`config.mk`:
```
export PLATFORM = sky130hd
export DESIGN_NAME = frsl_ctrl
export DESIGN_NICKNAME = d
export VERILOG_FILES = /design/src/pkg/frsl_pkg.sv /design/src/core/frsl_ctrl.sv /design/src/core/frsl_sync.sv
export SDC_FILE = /design/constraint.sdc
export NUM_CORES = 1
export LEC_CHECK = 0
export ABC_AREA = 0
export BUFFER_PORTS_ARGS = -buffer_cell sky130_fd_sc_hd__clkbuf_2
export CAP_MARGIN = 20
export CORE_MARGIN = 2
export CORE_UTILIZATION = 62
export CTS_CLUSTER_DIAMETER = 80
export DETAILED_ROUTE_END_ITERATION = 12
export PLACE_DENSITY = 0.86
export SLEW_MARGIN = 10
export SYNTH_ARGS = -nofsm -noshare
export SYNTH_HDL_FRONTEND = slang
export SYNTH_HIERARCHICAL = 1
export SYNTH_SLANG_ARGS = --single-unit
export TNS_END_PERCENT = 5
```
`constraint.sdc`:
```
create_clock -name clk -period 3.71 [get_ports clk]
set_clock_uncertainty 0.05 [all_clocks]
set_input_delay 0.371 -clock clk [delete_from_list [all_inputs] [get_ports clk]]
set_output_delay 0.371 -clock clk [all_outputs]
set_load 0.01 [all_outputs]
```
`src/pkg/frsl_pkg.sv`:
```
// Purpose: constants for the front-end reset, strap and loopback control block
// Assumes: 8-bit serial-port register map, 50 MHz system clock
// Notes: strap-dependent default values are plain parameters of neutral value
package frsl_pkg;

    // ========================================
    // Register offsets
    localparam logic [7:0] FRSL_ADDR_TOP_CONTROL = 8'h00;
    localparam logic [7:0] FRSL_ADDR_CONV_LOW_POWER = 8'h07;
    localparam logic [7:0] FRSL_ADDR_TEST_LOOPBACK = 8'h0D;
    localparam logic [7:0] FRSL_ADDR_RX_BIAS = 8'h13;

    // ========================================
    // Field positions
    localparam int FRSL_BIT_SOFT_RESET = 5;
    localparam int FRSL_BIT_CONV_LOW_POWER = 4;
    localparam int FRSL_BIT_ANALOG_LOOP = 7;
    localparam int FRSL_BIT_DIGITAL_LOOP = 6;
    localparam int FRSL_BIT_RX_TRISTATE = 5;
    localparam int FRSL_CGA_MSB = 7;
    localparam int FRSL_CGA_LSB = 5;
    localparam int FRSL_SGA_MSB = 4;
    localparam int FRSL_SGA_LSB = 3;
    localparam int FRSL_CONV_MSB = 2;
    localparam int FRSL_CONV_LSB = 0;
    localparam logic [2:0] FRSL_CONV_LOW_POWER_CODE = 3'h3;

    // ========================================
    // Reset values
    localparam logic [7:0] FRSL_RX_BIAS_RESET = 8'h00;
    localparam logic [7:0] FRSL_ZERO = 8'h00;

    // ========================================
    // Timing
    localparam int FRSL_CLK_MHZ = 50;
    localparam int FRSL_CAL_TIME_US = 100;
    localparam int FRSL_CAL_CYCLES = FRSL_CAL_TIME_US * FRSL_CLK_MHZ;

    // ========================================
    // Serial port states
    typedef enum logic [1:0] {
        FRSL_SP_IDLE = 2'b00,
        FRSL_SP_ADDR = 2'b01,
        FRSL_SP_DATA = 2'b11
    } frsl_sp_state_t;

endpackage

```
`src/core/frsl_ctrl.sv`:
```
// Purpose: strap capture, reset sequencing, bias and loopback register bank
// Assumes: serial port is clocked by sclk pin sampled in clk domain
// Notes: hardware reset is the async rst_n, which the host drives as the reset line
module frsl_ctrl
    import frsl_pkg::*;
#(
    parameter int CAL_CYCLES = FRSL_CAL_CYCLES,
    parameter logic [7:0] TOP_DEF_HD = 8'h00,
    parameter logic [7:0] TOP_DEF_HD_CFG = 8'h01,
    parameter logic [7:0] TOP_DEF_FD = 8'h02,
    parameter logic [7:0] TOP_DEF_FD_CFG = 8'h03,
    parameter logic [7:0] LP_DEF_CFG = 8'h00
) (
    input wire logic clk,
    input wire logic rst_n,
    input wire logic mode_strap,
    input wire logic config_strap,
    input wire logic serial_port_select_n,
    input wire logic sclk,
    input wire logic sdio_in,
    output logic sdio_out,
    output logic sdio_oe,
    input wire logic [5:0] tx_data,
    input wire logic [11:0] conv_data,
    output logic [11:0] tx_path_data,
    output logic [5:0] rx_data_out,
    output logic rx_data_oe,
    output logic full_duplex,
    output logic cal_start,
    output logic [2:0] continuous_gain_amp_bias,
    output logic [1:0] sampled_gain_amp_bias,
    output logic [2:0] conv_bias
);
    // ========================================
    // Pin synchronisers
    logic [2:0] pins_s;
    logic [1:0] straps_s;
    logic sen_n_s;
    logic sclk_s;
    logic sdio_s;
    logic mode_s;
    logic cfg_s;

    frsl_sync #(.WIDTH(3), .INIT(3'h1)) u_sync (
        .clk(clk),
        .rst_n(rst_n),
        .din({sdio_in, sclk, serial_port_select_n}),
        .dout(pins_s)
    );

    // Straps track the pins through reset, so the first edge after release sees them
    frsl_sync #(.WIDTH(2), .INIT(2'h0)) u_strap_sync (
        .clk(clk),
        .rst_n(1'b1),
        .din({config_strap, mode_strap}),
        .dout(straps_s)
    );
    assign sen_n_s = pins_s[0];
    assign sclk_s = pins_s[1];
    assign sdio_s = pins_s[2];
    assign mode_s = straps_s[0];
    assign cfg_s = straps_s[1];

    // ========================================
    // Strap capture and default selection
    logic strap_valid;
    logic mode_lat;
    logic cfg_lat;
    logic soft_reset;
    logic reload;

    always_ff @(posedge clk or negedge rst_n) begin
        if (!rst_n) begin
            strap_valid <= 1'b0;
            mode_lat <= 1'b0;
            cfg_lat <= 1'b0;
        end else if (reload) begin
            // Straps sampled after release; synchroniser has settled by then
            strap_valid <= 1'b1;
            mode_lat <= mode_s;
            cfg_lat <= cfg_s;
        end
    end

    function automatic logic [7:0] top_default(input logic m, input logic c);
        case ({m, c})
            2'b00: top_default = TOP_DEF_HD;
            2'b01: top_default = TOP_DEF_HD_CFG;
            2'b10: top_default = TOP_DEF_FD;
            default: top_default = TOP_DEF_FD_CFG;
        endcase
    endfunction

    function automatic logic [7:0] lp_default(input logic c);
        lp_default = c ? LP_DEF_CFG : FRSL_ZERO;
    endfunction

    // ========================================
    // Serial port: sample on rising sclk, MSB first, bit 7 of addr = read
    frsl_sp_state_t sp_state;
    logic [2:0] bit_cnt;
    logic [7:0] shift;
    logic [7:0] addr;
    logic rd;
    logic sclk_d;
    logic sclk_rise;
    logic sclk_fall;
    logic wr_stb;
    logic [7:0] wr_data;
    logic port_active;

    assign sclk_rise = sclk_s && !sclk_d;
    assign sclk_fall = !sclk_s && sclk_d;
    assign port_active = !sen_n_s && strap_valid;

    always_ff @(posedge clk or negedge rst_n) begin
        if (!rst_n) begin
            sclk_d <= 1'b0;
        end else begin
            sclk_d <= sclk_s;
        end
    end

    always_ff @(posedge clk or negedge rst_n) begin
        if (!rst_n) begin
            sp_state <= FRSL_SP_IDLE;
            bit_cnt <= 3'h0;
            shift <= 8'h00;
            addr <= 8'h00;
            rd <= 1'b0;
            wr_stb <= 1'b0;
            wr_data <= 8'h00;
        end else begin
            wr_stb <= 1'b0;
            if (!port_active) begin
                sp_state <= FRSL_SP_IDLE;
                bit_cnt <= 3'h0;
            end else begin
                case (sp_state)
                    FRSL_SP_IDLE: begin
                        sp_state <= FRSL_SP_ADDR;
                        bit_cnt <= 3'h0;
                    end
                    FRSL_SP_ADDR: begin
                        if (sclk_rise) begin
                            shift <= {shift[6:0], sdio_s};
                            bit_cnt <= bit_cnt + 3'h1;
                            if (bit_cnt == 3'h7) begin
                                rd <= shift[6];
                                addr <= {3'h0, shift[3:0], sdio_s};
                                sp_state <= FRSL_SP_DATA;
                            end
                        end
                    end
                    FRSL_SP_DATA: begin
                        if (sclk_rise) begin
                            shift <= {shift[6:0], sdio_s};
                            bit_cnt <= bit_cnt + 3'h1;
                            if (bit_cnt == 3'h7) begin
                                wr_stb <= !rd;
                                wr_data <= {shift[6:0], sdio_s};
                                sp_state <= FRSL_SP_ADDR;
                            end
                        end
                    end
                    default: sp_state <= FRSL_SP_IDLE;
                endcase
            end
        end
    end

    // ========================================
    // Registers
    logic [7:0] top_control;
    logic [7:0] converter_low_power_ctrl;
    logic [7:0] test_loopback_ctrl;
    logic [7:0] receive_bias_ctrl;

    assign soft_reset = top_control[FRSL_BIT_SOFT_RESET];
    // Hardware release and soft reset share one reload path
    assign reload = !strap_valid || soft_reset;

    // Write strobe aimed at one register
    function automatic logic addr_hit(input logic stb, input logic [7:0] a,
                                      input logic [7:0] target);
        addr_hit = stb && (a == target);
    endfunction

    // strap-selected defaults; cleared at once as the reset line falls
    always_ff @(posedge clk or negedge rst_n) begin
        if (!rst_n) begin
            top_control <= FRSL_ZERO;
        end else if (reload) begin
            // soft reset bit self-clears, whatever the default holds
            top_control <= top_default(mode_s, cfg_s) & ~(8'h01 << FRSL_BIT_SOFT_RESET);
        end else if (addr_hit(wr_stb, addr, FRSL_ADDR_TOP_CONTROL)) begin
            top_control <= wr_data;
        end
    end

    always_ff @(posedge clk or negedge rst_n) begin
        if (!rst_n) begin
            converter_low_power_ctrl <= FRSL_ZERO;
        end else if (reload) begin
            converter_low_power_ctrl <= lp_default(cfg_s);
        end else if (addr_hit(wr_stb, addr, FRSL_ADDR_CONV_LOW_POWER)) begin
            converter_low_power_ctrl <= wr_data;
        end
    end

    // Test modes drop back to normal operation on either reset
    always_ff @(posedge clk or negedge rst_n) begin
        if (!rst_n) begin
            test_loopback_ctrl <= FRSL_ZERO;
        end else if (reload) begin
            test_loopback_ctrl <= FRSL_ZERO;
        end else if (addr_hit(wr_stb, addr, FRSL_ADDR_TEST_LOOPBACK)) begin
            test_loopback_ctrl <= wr_data;
        end
    end

    // bias register back to zero on either reset
    always_ff @(posedge clk or negedge rst_n) begin
        if (!rst_n) begin
            receive_bias_ctrl <= FRSL_RX_BIAS_RESET;
        end else if (reload) begin
            receive_bias_ctrl <= FRSL_RX_BIAS_RESET;
        end else if (addr_hit(wr_stb, addr, FRSL_ADDR_RX_BIAS)) begin
            receive_bias_ctrl <= wr_data;
        end
    end

    function automatic logic [7:0] reg_read(input logic [7:0] a);
        case (a)
            FRSL_ADDR_TOP_CONTROL: reg_read = top_control;
            FRSL_ADDR_CONV_LOW_POWER: reg_read = converter_low_power_ctrl;
            FRSL_ADDR_TEST_LOOPBACK: reg_read = test_loopback_ctrl;
            FRSL_ADDR_RX_BIAS: reg_read = receive_bias_ctrl;
            default: reg_read = FRSL_ZERO;
        endcase
    endfunction

    // Read data shifted out on falling sclk during data phase
    logic [7:0] rd_shift;
    always_ff @(posedge clk or negedge rst_n) begin
        if (!rst_n) begin
            rd_shift <= 8'h00;
            sdio_out <= 1'b0;
            sdio_oe <= 1'b0;
        end else begin
            if (sp_state == FRSL_SP_ADDR && sclk_rise && bit_cnt == 3'h7) begin
                rd_shift <= reg_read({3'h0, shift[3:0], sdio_s});
            end else if (sp_state == FRSL_SP_DATA && sclk_fall) begin
                sdio_out <= rd_shift[7];
                rd_shift <= {rd_shift[6:0], 1'b0};
            end
            sdio_oe <= port_active && rd && sp_state == FRSL_SP_DATA;
        end
    end

    // ========================================
    // Calibration start on reset release
    // only hardware reset calibrates; start on release
    always_ff @(posedge clk or negedge rst_n) begin
        if (!rst_n) begin
            cal_start <= 1'b0;
        end else begin
            cal_start <= !strap_valid;
        end
    end

    // ========================================
    // Bias outputs
    logic [2:0] next_conv_bias;
    always_comb begin
        if (converter_low_power_ctrl[FRSL_BIT_CONV_LOW_POWER]) begin
            next_conv_bias = FRSL_CONV_LOW_POWER_CODE;
        end else begin
            next_conv_bias = receive_bias_ctrl[FRSL_CONV_MSB:FRSL_CONV_LSB];
        end
    end

    always_ff @(posedge clk or negedge rst_n) begin
        if (!rst_n) begin
            continuous_gain_amp_bias <= 3'h0;
            sampled_gain_amp_bias <= 2'h0;
            conv_bias <= 3'h0;
        end else begin
            continuous_gain_amp_bias <= receive_bias_ctrl[FRSL_CGA_MSB:FRSL_CGA_LSB];
            sampled_gain_amp_bias <= receive_bias_ctrl[FRSL_SGA_MSB:FRSL_SGA_LSB];
            conv_bias <= next_conv_bias;
        end
    end

    // duplex mode follows the latched strap
    always_ff @(posedge clk or negedge rst_n) begin
        if (!rst_n) begin
            full_duplex <= 1'b0;
        end else begin
            full_duplex <= mode_lat;
        end
    end

    // ========================================
    // Data paths and loopback
    // no path here touches filter state; resets leave it alone
    always_ff @(posedge clk or negedge rst_n) begin
        if (!rst_n) begin
            tx_path_data <= 12'h000;
        end else if (test_loopback_ctrl[FRSL_BIT_ANALOG_LOOP]) begin
            // converter words into transmit path, any mode
            tx_path_data <= conv_data;
        end else begin
            tx_path_data <= {tx_data, 6'h00};
        end
    end

    always_ff @(posedge clk or negedge rst_n) begin
        if (!rst_n) begin
            rx_data_out <= 6'h00;
        end else if (test_loopback_ctrl[FRSL_BIT_DIGITAL_LOOP] && mode_lat) begin
            rx_data_out <= tx_data;
        end else begin
            rx_data_out <= conv_data[11:6];
        end
    end

    // register-controlled three-state; off until straps are latched
    always_ff @(posedge clk or negedge rst_n) begin
        if (!rst_n) begin
            rx_data_oe <= 1'b0;
        end else begin
            rx_data_oe <= strap_valid && !test_loopback_ctrl[FRSL_BIT_RX_TRISTATE];
        end
    end
endmodule // frsl_ctrl

```
`src/core/frsl_sync.sv`:
```
// Purpose: three-flop input synchroniser with agreement filter
// Assumes: single clock domain after the synchroniser
// Notes: output changes only when second and third stages agree
module frsl_sync #(
    parameter int WIDTH = 1,
    parameter logic [WIDTH-1:0] INIT = '0
) (
    input wire logic clk,
    input wire logic rst_n,
    input wire logic [WIDTH-1:0] din,
    output logic [WIDTH-1:0] dout
);
    logic [WIDTH-1:0] s1;
    logic [WIDTH-1:0] s2;
    logic [WIDTH-1:0] s3;

    always_ff @(posedge clk or negedge rst_n) begin
        if (!rst_n) begin
            s1 <= INIT;
            s2 <= INIT;
            s3 <= INIT;
        end else begin
            s1 <= din;
            s2 <= s1;
            s3 <= s2;
        end
    end

    // Per bit: take new level only when the last two stages match
    always_ff @(posedge clk or negedge rst_n) begin
        if (!rst_n) begin
            dout <= INIT;
        end else begin
            for (int i = 0; i < WIDTH; i++) begin
                if (s2[i] == s3[i]) begin
                    dout[i] <= s3[i];
                end
            end
        end
    end
endmodule // frsl_sync

```
==> metrics.txt <==
status=completed; fraction of layout instances using a drive strength above 1=roughly a third; cts bufs inserted=17; Post-Layout Cell Count=about 560; last element of the critical path=rd_shift[6]; required arrival time at the worst endpoint=around 4000 ps; start point of the critical path=shift[2]; sequential cell fraction of total power=approximately 44%; Internal Pwr Total=about 0.0025 W; post-layout minimum cycle time=~2100 ps; iteration count of the initial detailed-routing pass=4; Die X-Extent=92.3 µm; CORE AREA=about 7600 µm²; post-route core utilization=77.8%; Layout fillers=about 450; relative area change from synthesis to final layout=23.0%; Highest Signal Layer=met4; iteration-0 DRC count of the detailed router=between 300 and 400; setup slack on the worst flop-to-flop path=between 1500 and 2000 ps; DR WL met2=roughly 5200 µm; final setup slack of the worst path=about 1600 ps; Layout Nets=roughly 470; number of antenna diodes=0; total detailed-routing wirelength=10,400 µm; worst-skew pair later-pin latency=~520 ps; total track usage=between 20% and 30%; number of pins with negative max-slew slack in the final report=0; cell type contributing the most total cell area after synthesis=dfrtp_1; Max H-tree Level=4; DR vias/cell=slightly below 6; average detailed-routed wire length per instance=between 15 and 20 µm; Die Ht=just over 90 µm; share of the yosys chip area belonging to registers=around 63%; Detailed Place HPWL=6390 µm; Critical Path Source Type=register; overall die area=8520 µm²; post-synthesis cell type count=43; Setup-failing EPs final=0; fraction of synthesized cell area in xor and xnor cells=less than 1%; maximum ir drop on the vdd rail=0.398 mV; critical path peak fanout=23; Max clock buf depth=2; number of antenna violations at the first check in global routing=0; Worst Max-Slew Pin Slew=between 800 and 900 ps; area share of fa/ha/maj cells after synthesis=under 10%; leading cell types in the layout, fill and taps excluded=117 x dfrtp_1, 54 x clkbuf_2, 36 x mux2_2; clock sink count=around 120; clock-pin slew of the registers on the worst-case setup and hold paths=around 60 ps; worst setup timing slack at the placement stage=approximately 1700 ps; vias in the first global route=around 3,200; share of power burned in combinational logic=under 10%; share of total power consumed by net switching=between 20 and 25%; top achievable clock speed=roughly 470 MHz; multiplexer share of the synthesized area=13.8%; Fin. Hold Viols=0; Power Density=approximately 540 nW/µm²; maximum capacitance violations=0; remaining max-slew budget at the tightest pin=about 41%; share of Yosys cell area claimed by the top area cell type=roughly three fifths; Reg-to-Reg End=rd_shift[6]; post-synthesis instance total=364; number of enable-type register cells in the synthesized netlist=0; main combinational cell family by area after synthesis=multiplexers; area fraction in compound gates after synthesis=under 10%; buffer type at the clock tree root=clkbuf_8; most used flip-flop cell after synthesis=dfrtp_1; setup TNS after final layout=0 ps; wl on met1=4260 µm; Worst setup EP type=register; Final period util=~58%; Via Count=3,231; Synth Warn #=6; wire length of the first global-routing pass=around 17,000 µm; number of nets with antenna violations after detailed routing=0; share of synthesized flip-flops with an asynchronous set or reset=100%; aggregate global routing overflow=0; drt drc=0; proportion of power drawn by the clock network=between 50 and 60%; final weighted congestion in routability-driven placement=0.957; logic depth of the worst register-to-register path=4; Mean Syn Cell Area=roughly 13 µm²; number of top-level design ports=56; count of input and output buffers=55; Switching Power=0.000740 W; Synth area leaders=dfrtp_1 61%, mux2_2 8.4%, mux2i_1 5.4%; Netlist Area Pre-Place=between 4000 and 5000 µm²; maximum number of pins on one net before global-route repair=81; Lkg Pwr=~2.8 nW; placement row count=32; metal3 WL=670 µm; most frequent standard cell in the layout excluding fill and tap cells=dfrtp_1; Initial Utilization=a little over three fifths; setup repair after global routing missed its margin=no; CTS tree=built; number of buffers inserted by post-CTS setup repair=0; type of the tightest min-delay check=in -> reg; cell total after placement=513; basic-gate share of the synthesized area counting and, or, nand and nor cells=around 14%; Synth Register Bits=roughly 120; Arr. time, crit path=2470 ps; beginning of the worst register-to-register path=shift[2]; worst setup path class=reg -> reg
[worst min path at each step]
stage | startpoint | endpoint | cells past startpoint
2_1_floorplan | rst_n | addr[0] | 0
3_5_place_dp | u_strap_sync/s1[1] | u_strap_sync/s2[1] | 0
6_report | conv_data[5] | tx_path_data[5] | 2
5_1_grt | conv_data[5] | tx_path_data[5] | 2
4_1_cts | conv_data[2] | tx_path_data[2] | 2
3_3_place_gp | u_strap_sync/s1[0] | u_strap_sync/s2[0] | 0
[power groups by stage]
stage                     Clock, W  Sequential, W  Combinational (W)
after floorplan                  0        0.00140           0.000118
after global placement           0        0.00143           0.000135
after detailed placement         0        0.00143           0.000141
after CTS                  0.00164        0.00141           0.000153
after global routing       0.00172        0.00141           0.000172
final                      0.00163        0.00141           0.000155
[cells in the mapped netlist, types with 8 or more instances]
library cell / instances
mux2i_1: 26
a2111oi_0: 8
and2_1: 9
nand2_1: 21
dfrtp_1: 117
nor2_1: 30
a22oi_1: 10
nor4b_1: 9
clkbuf_1: 13
nor3b_1: 16
mux2_2: 36
o21ai_1: 11
[state kept, by name, summed over array words and instances (netlist names), 3 cells and up]
signal                    cells
top_control                   8
wr_data                       8
continuous_gain_amp_bias      3
tx_path_data                 12
shift                         7
rx_data_out                   6
converter_low_power_ctrl      8
conv_bias                     3
rd_shift                      8
bit_cnt                       3
u_sync/s2                     3
receive_bias_ctrl             8
addr                          5
test_loopback_ctrl            8
u_sync/dout                   3
u_sync/s3                     3
u_sync/s1                     3
[worst max-delay path: stages, from the launching register on]
cell       delay [ps]
dfrtp_1           830
or4_4             360
nor3b_1            70
a2111oi_0         540
o21ai_1           140
[cell families after synthesis]
logic type,after synthesis
AOI/OAI and AO/OA,37
buffers and inverters,23
DFF,121
muxes,62
other,1
and+or+nand+nor,111
adders and majority gates,7
xor gates and xnor gates,2
[cell type report]
| cell class | count | area (µm²) | area share [%] |
|---|---|---|---|
| sequential | 121 | 3030 | 51.0 |
| multi-input combinational | 228 | 1740 | 29.2 |
| timing repair buffer | 70 | 447 | 7.51 |
| clock buffer | 18 | 418 | 7.03 |
| clock inverter | 14 | 173 | 2.90 |
| tap | 102 | 128 | 2.15 |
| inverter | 3 | 11.3 | 0.189 |
[per-stage QoR]
step / area (µm²) / hold slack (ps) / total power (W)
floorplan: 4860 / 25.4 / 0.00152
global placement: 5190 / 282 / 0.00156
detailed placement: 5230 / 286 / 0.00157
CTS: 5920 / 0.465 / 0.00320
global route: 5950 / 19.8 / 0.00330
finish: 5950 / 14.8 / 0.00319
[layer usage]
metal  up-vias  track usage (%)
met1      1623             34.4
met4         0             11.2
li1       1434                -
met3        30             7.57
met2       144             41.9
met5         -                0
[what timing repair did]
| action | 4_1_cts | 5_1_grt |
|---|---|---|
| hold endpoints to repair | 69 | 0 |
| hold buffers | 10 | 0 |
| resized for setup | 0 | 0 |
Power figures use the tool's default switching activity.
